**config.mk**
```make
export PLATFORM = sky130hd
export DESIGN_NAME = stop_mode_recovery_ctrl
export DESIGN_NICKNAME = d
export VERILOG_FILES = /design/src/smr_pkg.sv /design/src/smr_hold_counter.sv /design/src/smr_wake_detect.sv /design/src/stop_mode_recovery_ctrl.sv
export SDC_FILE = /design/constraint.sdc
export NUM_CORES = 1
export LEC_CHECK = 0
export BUFFER_PORTS_ARGS = -buffer_cell sky130_fd_sc_hd__buf_2
export CAP_MARGIN = 25
export CORE_MARGIN = 2
export CORE_UTILIZATION = 54
export CTS_CLUSTER_DIAMETER = 120
export DETAILED_ROUTE_END_ITERATION = 8
export PLACE_DENSITY = 0.82
export RECOVER_POWER = 50
export SKIP_CTS_REPAIR_TIMING = 1
export SYNTH_ARGS = -nofsm -noshare
export SYNTH_HDL_FRONTEND = slang
export SYNTH_SLANG_ARGS = --single-unit
```
**constraint.sdc**
```tcl
create_clock -name core_clk -period 3.2 [get_ports core_clk]
set_input_delay 0.8 -clock core_clk [delete_from_list [all_inputs] [get_ports core_clk]]
set_output_delay 0.8 -clock core_clk [all_outputs]
set_load 0.02 [all_outputs]
```
**src/smr_pkg.sv**
```systemverilog
// Purpose: constants for the stop mode recovery controller
// Assumes: one clock, core_clk, standing for the internal oscillator
// Notes:   counts are in internal oscillator cycles
//
// Overview of operation
// - Executing a stop instruction puts the device into the stop state.
// - Recovery holds the processor in reset 67 cycles without crystal, 5001 with crystal.
// - The recovery hold already covers internal oscillator start-up, nothing is added.
// - Recovery changes only the watchdog control and oscillator control state.
// - After any recovery the internal oscillator is enabled and selected as clock.
// - Leaving reset, the processor fetches its vector from 0002H and 0003H and runs there.
// - The stop flag reads 1 after a recovery; with the timeout flag it marks a watchdog cause.
// - The stop flag clears on power-on reset or a watchdog time-out outside stop.
// - Reading the status clears the stop, watchdog timeout and external reset flags.
// - The timeout flag sets on a time-out and clears on power-on reset or pin recovery.
// - The external reset flag sets on a pin reset and clears on power-on or pin recovery.
// - Each pin enable bit lets any transition on its pin during stop start recovery.
// - A resetting watchdog time-out in stop starts recovery and sets timeout and stop flags.
package smr_pkg;
  localparam int          CLK_PERIOD_NS     = 5;
  localparam int          HOLD_NO_XTAL      = 66;
  localparam int          HOLD_XTAL         = 5000;
  localparam int          CNT_W             = 13;
  localparam logic [15:0] RESET_VECTOR_ADDR = 16'h0002;
  localparam logic [2:0]  STATUS_RESET      = 3'h0;
  localparam logic        OSC_SEL_INTERNAL  = 1'h0;

  typedef enum logic [1:0]
  {
    SMR_RUN     = 2'b00,
    SMR_STOP    = 2'b01,
    SMR_HOLD    = 2'b11,
    SMR_RELEASE = 2'b10
  } smr_state_type;
endpackage

```
**src/smr_hold_counter.sv**
```systemverilog
// Purpose: recovery hold counter
// Assumes: load and count are exclusive
// Notes:   done pulses when the count reaches zero
`timescale 1ns/1ps
module smr_hold_counter
  import smr_pkg::*;
#(
  parameter int WIDTH = CNT_W
)
(
  input  wire logic             core_clk,
  input  wire logic             rst_n,
  input  wire logic             load,
  input  wire logic [WIDTH-1:0] load_value,
  input  wire logic             count_en,
  output logic                  done
);
  logic [WIDTH-1:0] count;
  logic [WIDTH-1:0] next_count;
  logic             next_done;

  always_comb
  begin
    next_count = count;
    next_done  = 1'b0;
    if (load)
    begin
      next_count = load_value;
    end
    else if (count_en && count != '0)
    begin
      next_count = count - WIDTH'(1);
      next_done  = (count == WIDTH'(1));
    end
  end

  always_ff @(posedge core_clk or negedge rst_n)
  begin
    if (!rst_n)
    begin
      count <= '0;
      done  <= 1'b0;
    end
    else
    begin
      count <= next_count;
      done  <= next_done;
    end
  end
endmodule

```
**src/smr_wake_detect.sv**
```systemverilog
// Purpose: per-pin wake transition detector
// Assumes: pins synchronous to core_clk
// Notes:   registered wake pulse
`timescale 1ns/1ps
module smr_wake_detect
#(
  parameter int PINS = 8
)
(
  input  wire logic            core_clk,
  input  wire logic            rst_n,
  input  wire logic [PINS-1:0] port_pins,
  input  wire logic [PINS-1:0] pin_recovery_source_enable,
  input  wire logic            armed,
  output logic                 wake
);
  logic [PINS-1:0] last_pins;
  logic [PINS-1:0] hit;
  logic            next_wake;

  genvar i;
  generate
    for (i = 0; i < PINS; i++)
    begin : g_pin
      assign hit[i] = pin_recovery_source_enable[i] & (port_pins[i] ^ last_pins[i]);
    end
  endgenerate

  always_comb
  begin
    next_wake = armed & (|hit);
  end

  always_ff @(posedge core_clk or negedge rst_n)
  begin
    if (!rst_n)
    begin
      last_pins <= '0;
      wake      <= 1'b0;
    end
    else
    begin
      last_pins <= port_pins;
      wake      <= next_wake;
    end
  end
endmodule

```
**src/stop_mode_recovery_ctrl.sv**
```systemverilog
// Purpose: stop state entry, recovery hold and reset cause flags
// Assumes: core_clk is the internal oscillator; rst_n is power-on reset
// Notes:   status reads clear flags, hardware sets win
`timescale 1ns/1ps
module stop_mode_recovery_ctrl
  import smr_pkg::*;
#(
  parameter int PINS     = 8,
  parameter int HOLD_XT  = HOLD_XTAL,
  parameter int HOLD_INT = HOLD_NO_XTAL
)
(
  input  wire logic            core_clk,
  input  wire logic            rst_n,
  input  wire logic            stop_instr,
  input  wire logic            xtal_enabled,
  input  wire logic [PINS-1:0] port_pins,
  input  wire logic [PINS-1:0] pin_recovery_source_enable,
  input  wire logic            watchdog_timeout,
  input  wire logic            watchdog_reset_en,
  input  wire logic            ext_reset_event,
  input  wire logic            status_read,
  output logic                 stop_active,
  output logic                 cpu_reset,
  output logic                 fetch_vector,
  output logic [15:0]          vector_addr,
  output logic                 internal_oscillator_enable,
  output logic                 osc_select,
  output logic                 watchdog_reset_req,
  output logic                 stop_flag,
  output logic                 watchdog_timeout_flag,
  output logic                 external_reset_flag
);
  // ----------------------------------------------------------------
  // state and helpers
  // ----------------------------------------------------------------
  smr_state_type    state;
  smr_state_type    next_state;
  logic             pin_wake;
  logic             hold_done;
  logic             load_hold;
  logic [CNT_W-1:0] hold_value;
  logic             wdt_in_stop;
  logic             pin_cause;
  logic             next_cpu_reset;
  logic             next_fetch;
  logic             next_osc_en;
  logic             next_osc_sel;
  logic             next_wdt_req;
  logic             next_stop_flag;
  logic             next_wdt_flag;
  logic             next_ext_flag;

  assign wdt_in_stop = (state == SMR_STOP) && watchdog_timeout && watchdog_reset_en;
  assign pin_cause   = (state == SMR_STOP) && pin_wake && !wdt_in_stop;
  assign load_hold   = pin_cause || wdt_in_stop;

  assign hold_value = xtal_enabled ? CNT_W'(HOLD_XT) : CNT_W'(HOLD_INT);

  smr_wake_detect #(.PINS(PINS)) u_wake
  (
    .core_clk                   (core_clk),
    .rst_n                      (rst_n),
    .port_pins                  (port_pins),
    .pin_recovery_source_enable (pin_recovery_source_enable),
    .armed                      (state == SMR_STOP),
    .wake                       (pin_wake)
  );

  smr_hold_counter #(.WIDTH(CNT_W)) u_hold
  (
    .core_clk   (core_clk),
    .rst_n      (rst_n),
    .load       (load_hold),
    .load_value (hold_value),
    .count_en   (state == SMR_HOLD),
    .done       (hold_done)
  );

  // ----------------------------------------------------------------
  // sequencer
  // ----------------------------------------------------------------
  always_comb
  begin
    next_state     = state;
    next_cpu_reset = 1'b0;
    next_fetch     = 1'b0;
    next_osc_en    = internal_oscillator_enable;
    next_osc_sel   = osc_select;
    next_wdt_req   = 1'b0;
    unique case (state)
      SMR_RUN:
      begin
        if (stop_instr)
        begin
          next_state = SMR_STOP;
        end
        next_wdt_req = watchdog_timeout && watchdog_reset_en;
      end
      SMR_STOP:
      begin
        if (load_hold)
        begin
          next_state     = SMR_HOLD;
          next_cpu_reset = 1'b1;
        end
      end
      SMR_HOLD:
      begin
        next_cpu_reset = 1'b1;
        if (hold_done)
        begin
          next_state     = SMR_RELEASE;
          next_cpu_reset = 1'b0;
          next_fetch     = 1'b1;
          next_osc_en    = 1'b1;
          next_osc_sel   = OSC_SEL_INTERNAL;
        end
      end
      SMR_RELEASE:
      begin
        next_state = SMR_RUN;
      end
    endcase
  end

  always_ff @(posedge core_clk or negedge rst_n)
  begin
    if (!rst_n)
    begin
      state                      <= SMR_RUN;
      cpu_reset                  <= 1'b0;
      fetch_vector               <= 1'b0;
      internal_oscillator_enable <= 1'b1;
      osc_select                 <= OSC_SEL_INTERNAL;
      watchdog_reset_req         <= 1'b0;
      stop_active                <= 1'b0;
      vector_addr                <= RESET_VECTOR_ADDR;
    end
    else
    begin
      state                      <= next_state;
      cpu_reset                  <= next_cpu_reset;
      fetch_vector               <= next_fetch;
      internal_oscillator_enable <= next_osc_en;
      osc_select                 <= next_osc_sel;
      watchdog_reset_req         <= next_wdt_req;
      stop_active                <= (next_state == SMR_STOP);
      vector_addr                <= RESET_VECTOR_ADDR;
    end
  end

  // ----------------------------------------------------------------
  // cause flags
  // ----------------------------------------------------------------
  // only flag state touched
  always_comb
  begin
    next_stop_flag = stop_flag;
    next_wdt_flag  = watchdog_timeout_flag;
    next_ext_flag  = external_reset_flag;
    if (status_read)
    begin
      next_stop_flag = 1'b0;
      next_wdt_flag  = 1'b0;
      next_ext_flag  = 1'b0;
    end
    if (pin_cause)
    begin
      next_wdt_flag = 1'b0;
      next_ext_flag = 1'b0;
    end
    if (watchdog_timeout && state != SMR_STOP)
    begin
      next_stop_flag = 1'b0;
    end
    if (load_hold)
    begin
      next_stop_flag = 1'b1;
    end
    if (watchdog_timeout)
    begin
      next_wdt_flag = 1'b1;
    end
    if (ext_reset_event)
    begin
      next_ext_flag = 1'b1;
    end
  end

  always_ff @(posedge core_clk or negedge rst_n)
  begin
    if (!rst_n)
    begin
      stop_flag             <= STATUS_RESET[0];
      watchdog_timeout_flag <= STATUS_RESET[1];
      external_reset_flag   <= STATUS_RESET[2];
    end
    else
    begin
      stop_flag             <= next_stop_flag;
      watchdog_timeout_flag <= next_wdt_flag;
      external_reset_flag   <= next_ext_flag;
    end
  end

  // ----------------------------------------------------------------
  // checks
  // ----------------------------------------------------------------
  a_stop_entry: assert property (@(posedge core_clk) disable iff (!rst_n)
    (state == SMR_RUN && stop_instr) |=> stop_active)
    else $error("stop not entered");

  a_hold_reset: assert property (@(posedge core_clk) disable iff (!rst_n)
    (state == SMR_HOLD && !hold_done) |=> cpu_reset)
    else $error("reset dropped during hold");

  a_hold_short: assert property (@(posedge core_clk) disable iff (!rst_n)
    (load_hold && !xtal_enabled) |=> cpu_reset [*8])
    else $error("hold too short");

  a_osc_select: assert property (@(posedge core_clk) disable iff (!rst_n)
    $rose(fetch_vector) |-> internal_oscillator_enable && osc_select == OSC_SEL_INTERNAL)
    else $error("oscillator not internal after recovery");

  a_vector_fetch: assert property (@(posedge core_clk) disable iff (!rst_n)
    $fell(cpu_reset) |-> fetch_vector && vector_addr == RESET_VECTOR_ADDR)
    else $error("no vector fetch on release");

  a_stop_flag: assert property (@(posedge core_clk) disable iff (!rst_n)
    load_hold |=> stop_flag)
    else $error("stop flag not set");

  a_read_clear: assert property (@(posedge core_clk) disable iff (!rst_n)
    (status_read && !watchdog_timeout && !ext_reset_event && !load_hold)
      |=> !stop_flag && !watchdog_timeout_flag && !external_reset_flag)
    else $error("read did not clear flags");

  a_wdt_flag: assert property (@(posedge core_clk) disable iff (!rst_n)
    watchdog_timeout |=> watchdog_timeout_flag)
    else $error("timeout flag not set");

  a_pin_clear: assert property (@(posedge core_clk) disable iff (!rst_n)
    (pin_cause && !ext_reset_event) |=> !external_reset_flag)
    else $error("external flag not cleared by pin recovery");

  a_wdt_stop: assert property (@(posedge core_clk) disable iff (!rst_n)
    wdt_in_stop |=> state == SMR_HOLD && stop_flag && watchdog_timeout_flag)
    else $error("watchdog stop recovery wrong");

  a_release_time: assert property (@(posedge core_clk) disable iff (!rst_n)
    hold_done |=> !cpu_reset && state == SMR_RELEASE)
    else $error("release not after count");

  a_stop_refused: assert property (@(posedge core_clk) disable iff (!rst_n)
    (state == SMR_STOP && stop_instr && !load_hold) |=> state == SMR_STOP && !cpu_reset)
    else $error("repeated stop disturbed stop state");

  a_fetch_pulse: assert property (@(posedge core_clk) disable iff (!rst_n)
    fetch_vector |=> !fetch_vector)
    else $error("vector fetch longer than one cycle");

  a_hold_long: assert property (@(posedge core_clk) disable iff (!rst_n)
    (load_hold && xtal_enabled) |=> cpu_reset [*8])
    else $error("crystal hold too short");

  a_ext_flag: assert property (@(posedge core_clk) disable iff (!rst_n)
    ext_reset_event |=> external_reset_flag)
    else $error("external flag not set");

  a_stop_clear: assert property (@(posedge core_clk) disable iff (!rst_n)
    (watchdog_timeout && state != SMR_STOP) |=> !stop_flag)
    else $error("stop flag not cleared by time-out");

  a_wdt_pin_clear: assert property (@(posedge core_clk) disable iff (!rst_n)
    (pin_cause && !watchdog_timeout) |=> !watchdog_timeout_flag)
    else $error("timeout flag not cleared by pin recovery");

  a_pin_wake: assert property (@(posedge core_clk) disable iff (!rst_n)
    pin_cause |=> state == SMR_HOLD && cpu_reset)
    else $error("pin wake did not start hold");

  a_stop_hold: assert property (@(posedge core_clk) disable iff (!rst_n)
    (state == SMR_STOP && !load_hold) |=> stop_active)
    else $error("stop left without wake");

  a_wdt_req: assert property (@(posedge core_clk) disable iff (!rst_n)
    (state == SMR_RUN && watchdog_timeout && watchdog_reset_en) |=> watchdog_reset_req)
    else $error("no watchdog reset outside stop");

  a_release_run: assert property (@(posedge core_clk) disable iff (!rst_n)
    (state == SMR_RELEASE) |=> state == SMR_RUN)
    else $error("release not followed by run");
endmodule

```
==> Word level (Yosys, flattened, before mapping) <==
Cells that the tools add are included.
{ "op_classes": {"n_addsub": 1, "eq_ne": 6, "muxes": 21, "bitwise_logic": 17, "reduce_logical": 16} }
{ "op_table": {"columns": ["op", "count"], "rows": [
  ["13-bit two-way mux", 3],
  ["13-bit by 1-bit == test with 1-bit output (second input constant)", 1],
  ["1-bit two-way mux", 13],
  ["13-bit nonzero test", 1],
  ["13-bit by 1-bit subtractor with 13-bit output (second input constant)", 1],
  ["1-bit AND", 9],
  ["3-bit nonzero test", 3],
  ["2-bit one-hot mux with 4 select lines", 1],
  ["8-bit OR reduction", 1],
  ["1-bit XOR", 8],
  ["1-bit logical AND", 7],
  ["2-bit two-way mux", 3],
  ["2-bit by 1-bit == test with 1-bit output (second input constant)", 2],
  ["2-bit == test (second input constant)", 2],
  ["2-bit logical NOT", 1],
  ["2-bit by 1-bit inequality test with 1-bit output (second input constant)", 1],
  ["1-bit one-hot mux with 2 select lines", 1],
  ["2-bit nonzero test", 1],
  ["1-bit logical NOT", 1],
  ["1-bit logical OR", 1]
]} }
{ "word_totals": {"regBits": 32, "in_bits": 24, "output_inout_bits": 25, "wordCells": 73} }

==> Depth between registers and ports, before layout <==
Gate-level depths: netlist of run 1.
{ "depth": {"depth_word": 9, "ltp_mapped": 8, "mapped_depth_nobuf": 6} }

==> By module <==
A second synthesis of run 1 with hierarchy kept.
{ "unflattened": {"cells_unflattened": 177, "hier_area_um2": 1754.2} }
{ "modules_own_cells": {"columns": ["module", "n_inst", "cells_each", "area_each_um2", "seq_area_each_um2"], "rows": [
  ["smr_hold_counter", 1, 101, 908.4, 350.3],
  ["stop_mode_recovery_ctrl", 1, 53, 508.0, 225.2],
  ["smr_wake_detect", 1, 23, 337.8, 225.2]
]} }

==> Least setup slack after synthesis of run 1 <==
Ideal clock, no wire load.
{ "synth_path": {"path_kind": "register to register", "from": "reg u_hold.count[0]", "to": "reg u_hold.count[7]", "setup_time_ps": 82, "arrival_time_ps": 1792, "required_ps": 3118, "slack_ps": 1326, "stages_incl_launch_ff": 8, "path_buffers": 1, "synth_period_minus_slack_ps": 1874, "cell_sequence": "dfrtp_1 -> inv_1 -> ha_1 -> nor4b_1 -> a31o_2 -> buf_4 -> or4_1 -> a31oi_1"} }
{ "synth_via": {"elab_chain_cells": 3, "word_cells_on_any_way": 6, "cone_classes": "add/sub: 1; mux: 2; reduce/logical: 3"} }
{ "synth_lines": {"columns": ["item", "line_no", "rtl"], "rows": [
  ["start: declaration", "smr_hold_counter.sv:18", "logic [WIDTH-1:0] count;"],
  ["start signal: assignment", "smr_hold_counter.sv:46", "count <= next_count;"],
  ["13-bit by 1-bit subtractor with 13-bit output / 13-bit nonzero test (equally long branches)", "smr_hold_counter.sv:32, smr_hold_counter.sv:30", null],
  ["13-bit two-way mux / 1-bit logical AND (equally long branches)", "smr_hold_counter.sv:30", "else if (count_en && count != '0)"],
  ["13-bit two-way mux / 2-bit nonzero test (equally long branches)", null, null]
]} }
Parallel ways exist; a longest one is shown, timed or not. The select of a mux whose other input is x is not followed.
A chain may end at the register's enable or synchronous reset.

==> Final worst setup path of run 1 <==
{ "layout_path": {"from": "reg u_hold.count[0]", "to": "reg u_hold.count[6]"} }
The elaborated chain is that of the path after synthesis.

==> reports/results.txt, run 1 <==
Post-synth EDFFs = 0
Post-synth top area share = 49.50%
Via density per instance = 5.620
Hold path depth = 1
Top post-synthesis cells by count = 32 x dfrtp_1, 20 x buf_4, 9 x nand2_1
Min-Delay Path Class = reg2reg
DIE WIDTH = 58.74 um
Largest area contributor in the netlist = dfrtp_1
Clock transition at path regs = 0.10 ns
Number of global-route vias before repair = 1,191
Async SR Flop Fraction = 100.0%
Total GRT Usage = 20.23%
Area after DPL = 1704 um2
PortBufs = 30
H-tree depth = 2
TritonCTS clock tree = done
Fin. max-slew vios = 33
Drt drc = 4
Worst Skew = 0.008596 ns
ANT cells = 0
Final sum of negative setup slack = 0 ns
Synth area leaders = dfrtp_1 49%, buf_4 9.3%, xor2_1 4.3%
Die area = 3450 um2
Top-count cell post-synth = dfrtp_1
Max FO, Critical Path = 19
Die H = 58.74 um
RSZ-0062 raised after global routing = false
Post-DP HPWL = 2287 um
CP endpoint kind = register
Root buf cell = clkbuf_4
Wire per inst = 14.58 um
CTS buffer count = 5
Routed vias = 1,197
Final ANT Viol Nets = 0
Max Clk Rate = 0.4723 GHz
Area Overhead vs Synth = 8.353%
Failing checks = design-rule violations, max-capacitance violations, max-slew violations
Leak pwr = 0.8194 nW
Relative slew slack = -8.833%
Setup CP Type = reg2reg
Setup violators final = 0
Max Root-Sink Buffers = 2
Initial Util = 57.67%
Largest net degree at the start of global routing = 33
Worst slew pin tran = 1.632 ns
Core Box Area = 2805 um2
Ys flop type = dfrtp_1
Skew-Pair Late Insertion Delay = 0.32 ns
Synth Register Bits = 32
Number of max-cap violations = 1
Share of cells above drive strength 1 = 18.68%
Nets@finish = 208
Ys Warns = 0
Status = finished with violations
Cell Area, Synth = 1618 um2
Post-layout util = 62.49%
# rows = 19
Overflow after GRT = 0
Final instance area = 1753 um2
P per Cell Area = 728.7 nW/um2
Initial antenna violation count = 0
Global-route wire length before repair = 5230 um
CP arrival = 2.33 ns
Final worst path period share = 66.17%
Synth cell types = 43
Final Routed Wirelength = 3105 um
Drt pass-1 iters = 6
Worst endpoint required time = 3.41 ns
Num ports = 49
Startpoint types = register
Clk sinks = 32
Sequential cell area fraction in the yosys report = 49.50%
Initial DRC count = 44
Tmin final = 2.117 ns
Final hold vios = 0
Worst Reg-to-Reg Cells = 6
Cells after Synth = 151
Max VDD drop = 402.7 uV
Average size of a mapped cell = 10.71 um2
Gpl congestion = 0.8928
-- routing by layer --
| layer | wire, um | global-route usage (%) | up-vias |
|---|---|---|---|
| met5 | 0 | 0 | - |
| met4 | 61 | 8.766 | 0 |
| met3 | 201 | 4.615 | 8 |
| met2 | 1523 | 35.71 | 56 |
| met1 | 1319 | 23.34 | 558 |
| li1 | - | - | 575 |
-- worst max-delay path, cell delays in order, from the launching register on --
cell	delay, ns
dfrtp_1	0.44
inv_1	0.11
ha_1	0.14
nor4b_1	0.48
a31o_2	0.46
nor3_1	0.11
a211o_1	0.27
-- cells in the final DEF (no fill, tap or decap), drive strengths merged, types with 2 or more instances in the layout --
cell	instances
mux2i	3
or3	4
nand2	9
ha	3
a21o	2
and3	2
nand2b	3
a31oi	6
o31ai	4
clkinv	2
buf	20
nor4	4
nor3	5
o21ai	3
clkbuf	16
nor2	4
inv	3
conb	18
a22oi	2
dfrtp	32
or4	6
a21oi	4
xor2	8
-- power breakdown --
| group | internal (mW) | switching, mW |
|---|---|---|
| Sequential | 0.509 | 0.111 |
| Combinational | 0.178 | 0.245 |
| Clock | 0.104 | 0.131 |
-- area by class of cell --
class                   count  area (um2)
repair buffers             30       137.6
multi-input cells         109       703.2
fillers                   240        1052
well taps                  31       38.79
flip-flops and latches     32       800.8
inverters                   3       11.26
clock buffers               6       51.30
clock inverters             2       10.01
-- through the flow --
step / hold WS (ns) / std cells / total power, mW / setup WS, ns
after floorplan: 0.4540 / 167 / 0.9523 / 1.326
after global placement: 0.4584 / 205 / 1.018 / 0.9869
after detailed placement: 0.4627 / 205 / 1.048 / 0.9141
after CTS: 0.4856 / 213 / 1.285 / 1.078
after global routing: 0.5238 / 213 / 1.377 / 0.9226
final: 0.4809 / 213 / 1.277 / 1.083
-- flip-flops by register name, summed over array words and instances (netlist names) --
signal,count
u_hold.done,1
stop_flag,1
cpu_reset,1
fetch_vector,1
u_wake.wake,1
watchdog_reset_req,1
state,2
u_wake.last_pins,8
watchdog_timeout_flag,1
u_hold.count,13
external_reset_flag,1
stop_active,1
-- cells by family (layout without fill, tap and decap cells) --
group           Yosys count  in the layout  share of synthesized area [%]
compound gates           31             31                          13.46
xor+xnor                  9              9                          4.873
fa+ha+maj                 3              3                          2.320
buf+inv                  26             41                          10.75
flops                    32             32                          49.50
mux                       3              3                          1.856
other cells               2             18                         0.4642
simple gates             45             45                          16.78
-- path summary, 6_finish.rpt --
| kind | start | endpoint | slack, ns |
|---|---|---|---|
| worst min register to register | external_reset_flag$_DFFE_PN0P_ | external_reset_flag$_DFFE_PN0P_ | 0.48 |
| min in group asynchronous | rst_n | watchdog_timeout_flag$_DFFE_PN0P_ | 0.87 |
| worst min-delay path | external_reset_flag$_DFFE_PN0P_ | external_reset_flag$_DFFE_PN0P_ | 0.48 |
| worst max register to register | u_hold.count[0]$_DFFE_PN0P_ | u_hold.count[6]$_DFFE_PN0P_ | 1.08 |
| worst max-delay path | u_hold.count[0]$_DFFE_PN0P_ | u_hold.count[6]$_DFFE_PN0P_ | 1.08 |
| max in group asynchronous | rst_n | u_hold.count[3]$_DFFE_PN0P_ | 1.38 |
Power figures use the tool's default switching activity.
==> run 2, diff against run 1 <==
Settings changed: CORE_UTILIZATION 54 to 50, PLACE_DENSITY 0.82 to 0.77.
Clock period 3.2 ns to 2 ns, I/O delays scaled along.
==> run 2 against run 1 <==
  * The run ends with max-capacitance violations, max-slew violations left
  * Combinational power up 95%
  * Total power up 73%
  * Core utilization down 1.8 points
  * Sequential power up 58%
  * Final area up 6.5%
  * Non-clock buffer count up 10
  * Sequential cell count unchanged
  * Clock power up 72%
  * Critical endpoint is now u_hold.count[10]$_DFFE_PN0P_
==> reports/results.txt, run 2 (synthesis results as in run 1) <==
Max Clk Rate = 0.5150 GHz (+9.0%)
Num ports = 49 (unchanged)
Final hold vios = 0 (unchanged)
Initial Util = 52.56% (-5.1 points)
Worst slew pin tran = 1.668 ns (+0.03551 ns)
Commonest non-fill, non-tap cells in the layout = 32 x dfrtp_1, 21 x buf_2, 18 x conb_1
Final ANT Viol Nets = 0 (unchanged)
Number of global-route vias before repair = 1,216 (+2.1%)
Final instance area = 1867 um2 (+6.5%)
Routed vias = 1,222 (+2.1%)
P per Cell Area = 1185 nW/um2 (+63%)
Clk sinks = 32 (unchanged)
Max FO, Critical Path = 12 (-7)
Fin. max-slew vios = 33 (unchanged)
DIE WIDTH = 60.88 um (+3.7%)
Max VDD drop = 711.5 uV (+77%)
Max reg flops = 13 (unchanged)
Tot Pwr = 2.213 mW (+73%)
Hold WS = 0.2972 ns (-0.1837 ns)
Worst Skew = 0.009904 ns (+0.001307 ns)
Nets@finish = 218 (+4.8%)
Final Routed Wirelength = 3162 um (+1.8%)
Global-route wire length before repair = 5209 um (-0.40%)
Largest register by flop count = u_hold.count
Largest regs = u_hold.count: 13 flops, u_wake.last_pins: 8 flops, state: 2 flops
Crit path buf inv count = 2 (+1)
Drt pass-1 iters = 4 (-2)
Placed insts = 222 (+8.3%)
Die H = 60.88 um (+3.7%)
Top Family by Delay on Critical Path = simple AND/OR/NAND/NOR gates
Area after DPL = 1750 um2 (+2.7%)
Area Overhead vs Synth = 15.39%
Worst path max stage delay = 0.50 ns (+0.02 ns)
Max Root-Sink Buffers = 2 (unchanged)
CP arrival = 2.20 ns (-0.13 ns)
Status = finished with violations
Tmin final = 1.942 ns (-0.1755 ns)
Non-filler cells, final = 235 (+10%)
Core Box Area = 3078 um2 (+9.7%)
Final sum of negative setup slack = 0 ns (unchanged)
Relative slew slack = -11.20% (-2.4 points)
Setup CP Type = reg2reg
Final worst path period share = 97.09% (+31 points)
Setup violators final = 0 (unchanged)
Via density per instance = 5.200 (-7.5%)
CP cell instances = inv_1 > ha_1 > nor4b_2 > a31o_4 > buf_4 > or4_1 > a21oi_1
CTS buffer count = 5 (unchanged)
Min-Delay Path Class = in2reg
Largest net degree at the start of global routing = 33 (unchanged)
Initial DRC count = 60 (+36%)
Total GRT Usage = 19.25% (-0.98 points)
Most common cell after layout, fill and taps aside = dfrtp_1
# rows = 20 (+1)
Slowest-stage cell, CP = or4_1
ANT cells = 0 (unchanged)
Post-DP HPWL = 2291 um (+0.18%)
Startpoint types = register
Filler instances = 270 (+13%)
Worst endpoint required time = 2.26 ns (-1.15 ns)
Drt drc = 0 (-4)
CP endpoint kind = register
Leak pwr = 0.8782 nW (+7.2%)
Share of cells above drive strength 1 = 23.56% (+4.9 points)
Failing checks = max-capacitance violations, max-slew violations
Initial antenna violation count = 0 (unchanged)
PortBufs = 30 (unchanged)
Skew-Pair Late Insertion Delay = 0.33 ns (about the same)
Die area = 3706 um2 (+7.4%)
Root buf cell = clkbuf_4
Gpl congestion = 0.8216 (-8.0%)
H-tree depth = 2 (unchanged)
Number of max-cap violations = 1 (unchanged)
TritonCTS clock tree = done
Wire per inst = 13.46 um (-7.7%)
Clock transition at path regs = 0.10 ns (about the same)
Overflow after GRT = 0 (unchanged)
==> run 2: cell types whose count changed in the layout (fill, tap and decap cells not counted), sizes merged <==
cell	delta
clkinv	-2
buf	+11
==> run 2: worst register-to-register path, stage by stage (launching register included) <==
cell and delay, ns:
dfrtp_1 0.37, inv_1 0.08, ha_1 0.19, nor4b_2 0.17
a31o_4 0.28, buf_4 0.14, or4_1 0.50, a21oi_1 0.14
==> run 2: area by class of cell <==
| class | count | area, um2 | area share (%) |
|---|---|---|---|
| multi-input cells | 109 | 720.7 | 38.61 |
| well taps | 44 | 55.05 | 2.949 |
| repair buffers | 40 | 214.0 | 11.46 |
| clock buffers | 7 | 65.06 | 3.485 |
| inverters | 3 | 11.26 | 0.6032 |
| flip-flops and latches | 32 | 800.8 | 42.90 |
==> run 2: final timing paths <==
path                                                       from                         endpoint  slack [ns]  cells after the start
max in group asynchronous                                 rst_n      u_hold.count[3]$_DFFE_PN0P_        0.44                      1
worst min-delay path                               port_pins[6]    u_wake.last_pins[6]$_DFF_PN0_        0.30                      1
min in group asynchronous                                 rst_n            stop_flag$_DFFE_PN0P_        0.59                      1
worst min register to register  external_reset_flag$_DFFE_PN0P_  external_reset_flag$_DFFE_PN0P_        0.48                      1
worst max-delay path                u_hold.count[1]$_DFFE_PN0P_     u_hold.count[10]$_DFFE_PN0P_        0.06                      7
worst max register to register      u_hold.count[1]$_DFFE_PN0P_     u_hold.count[10]$_DFFE_PN0P_        0.06                      7
==> run 2: per-stage QoR <==
step                      util [%]  setup WS (ns)
after floorplan                  -         0.1265
after global placement       56.87         0.1329
after detailed placement     56.87        0.03931
after CTS                    58.98      0.0003215
after global routing         60.65       -0.01074
final                        60.65        0.05815
==> run 2: report_power, final <==
group          total, mW  internal (mW)  switching, mW
logic              0.825          0.392          0.434
registers          0.982          0.814          0.168
clock network      0.405          0.199          0.206
==> run 2: routing by layer <==
| layer | up-vias | GRT usage (%) | share of wire [%] |
|---|---|---|---|
| li1 | 593 | - | - |
| met1 | 578 | 22.95 | 43 |
| met2 | 41 | 32.72 | 50 |
| met3 | 10 | 4.691 | 4.7 |
| met4 | 0 | 9.006 | 2.4 |
| met5 | - | 0 | 0 |
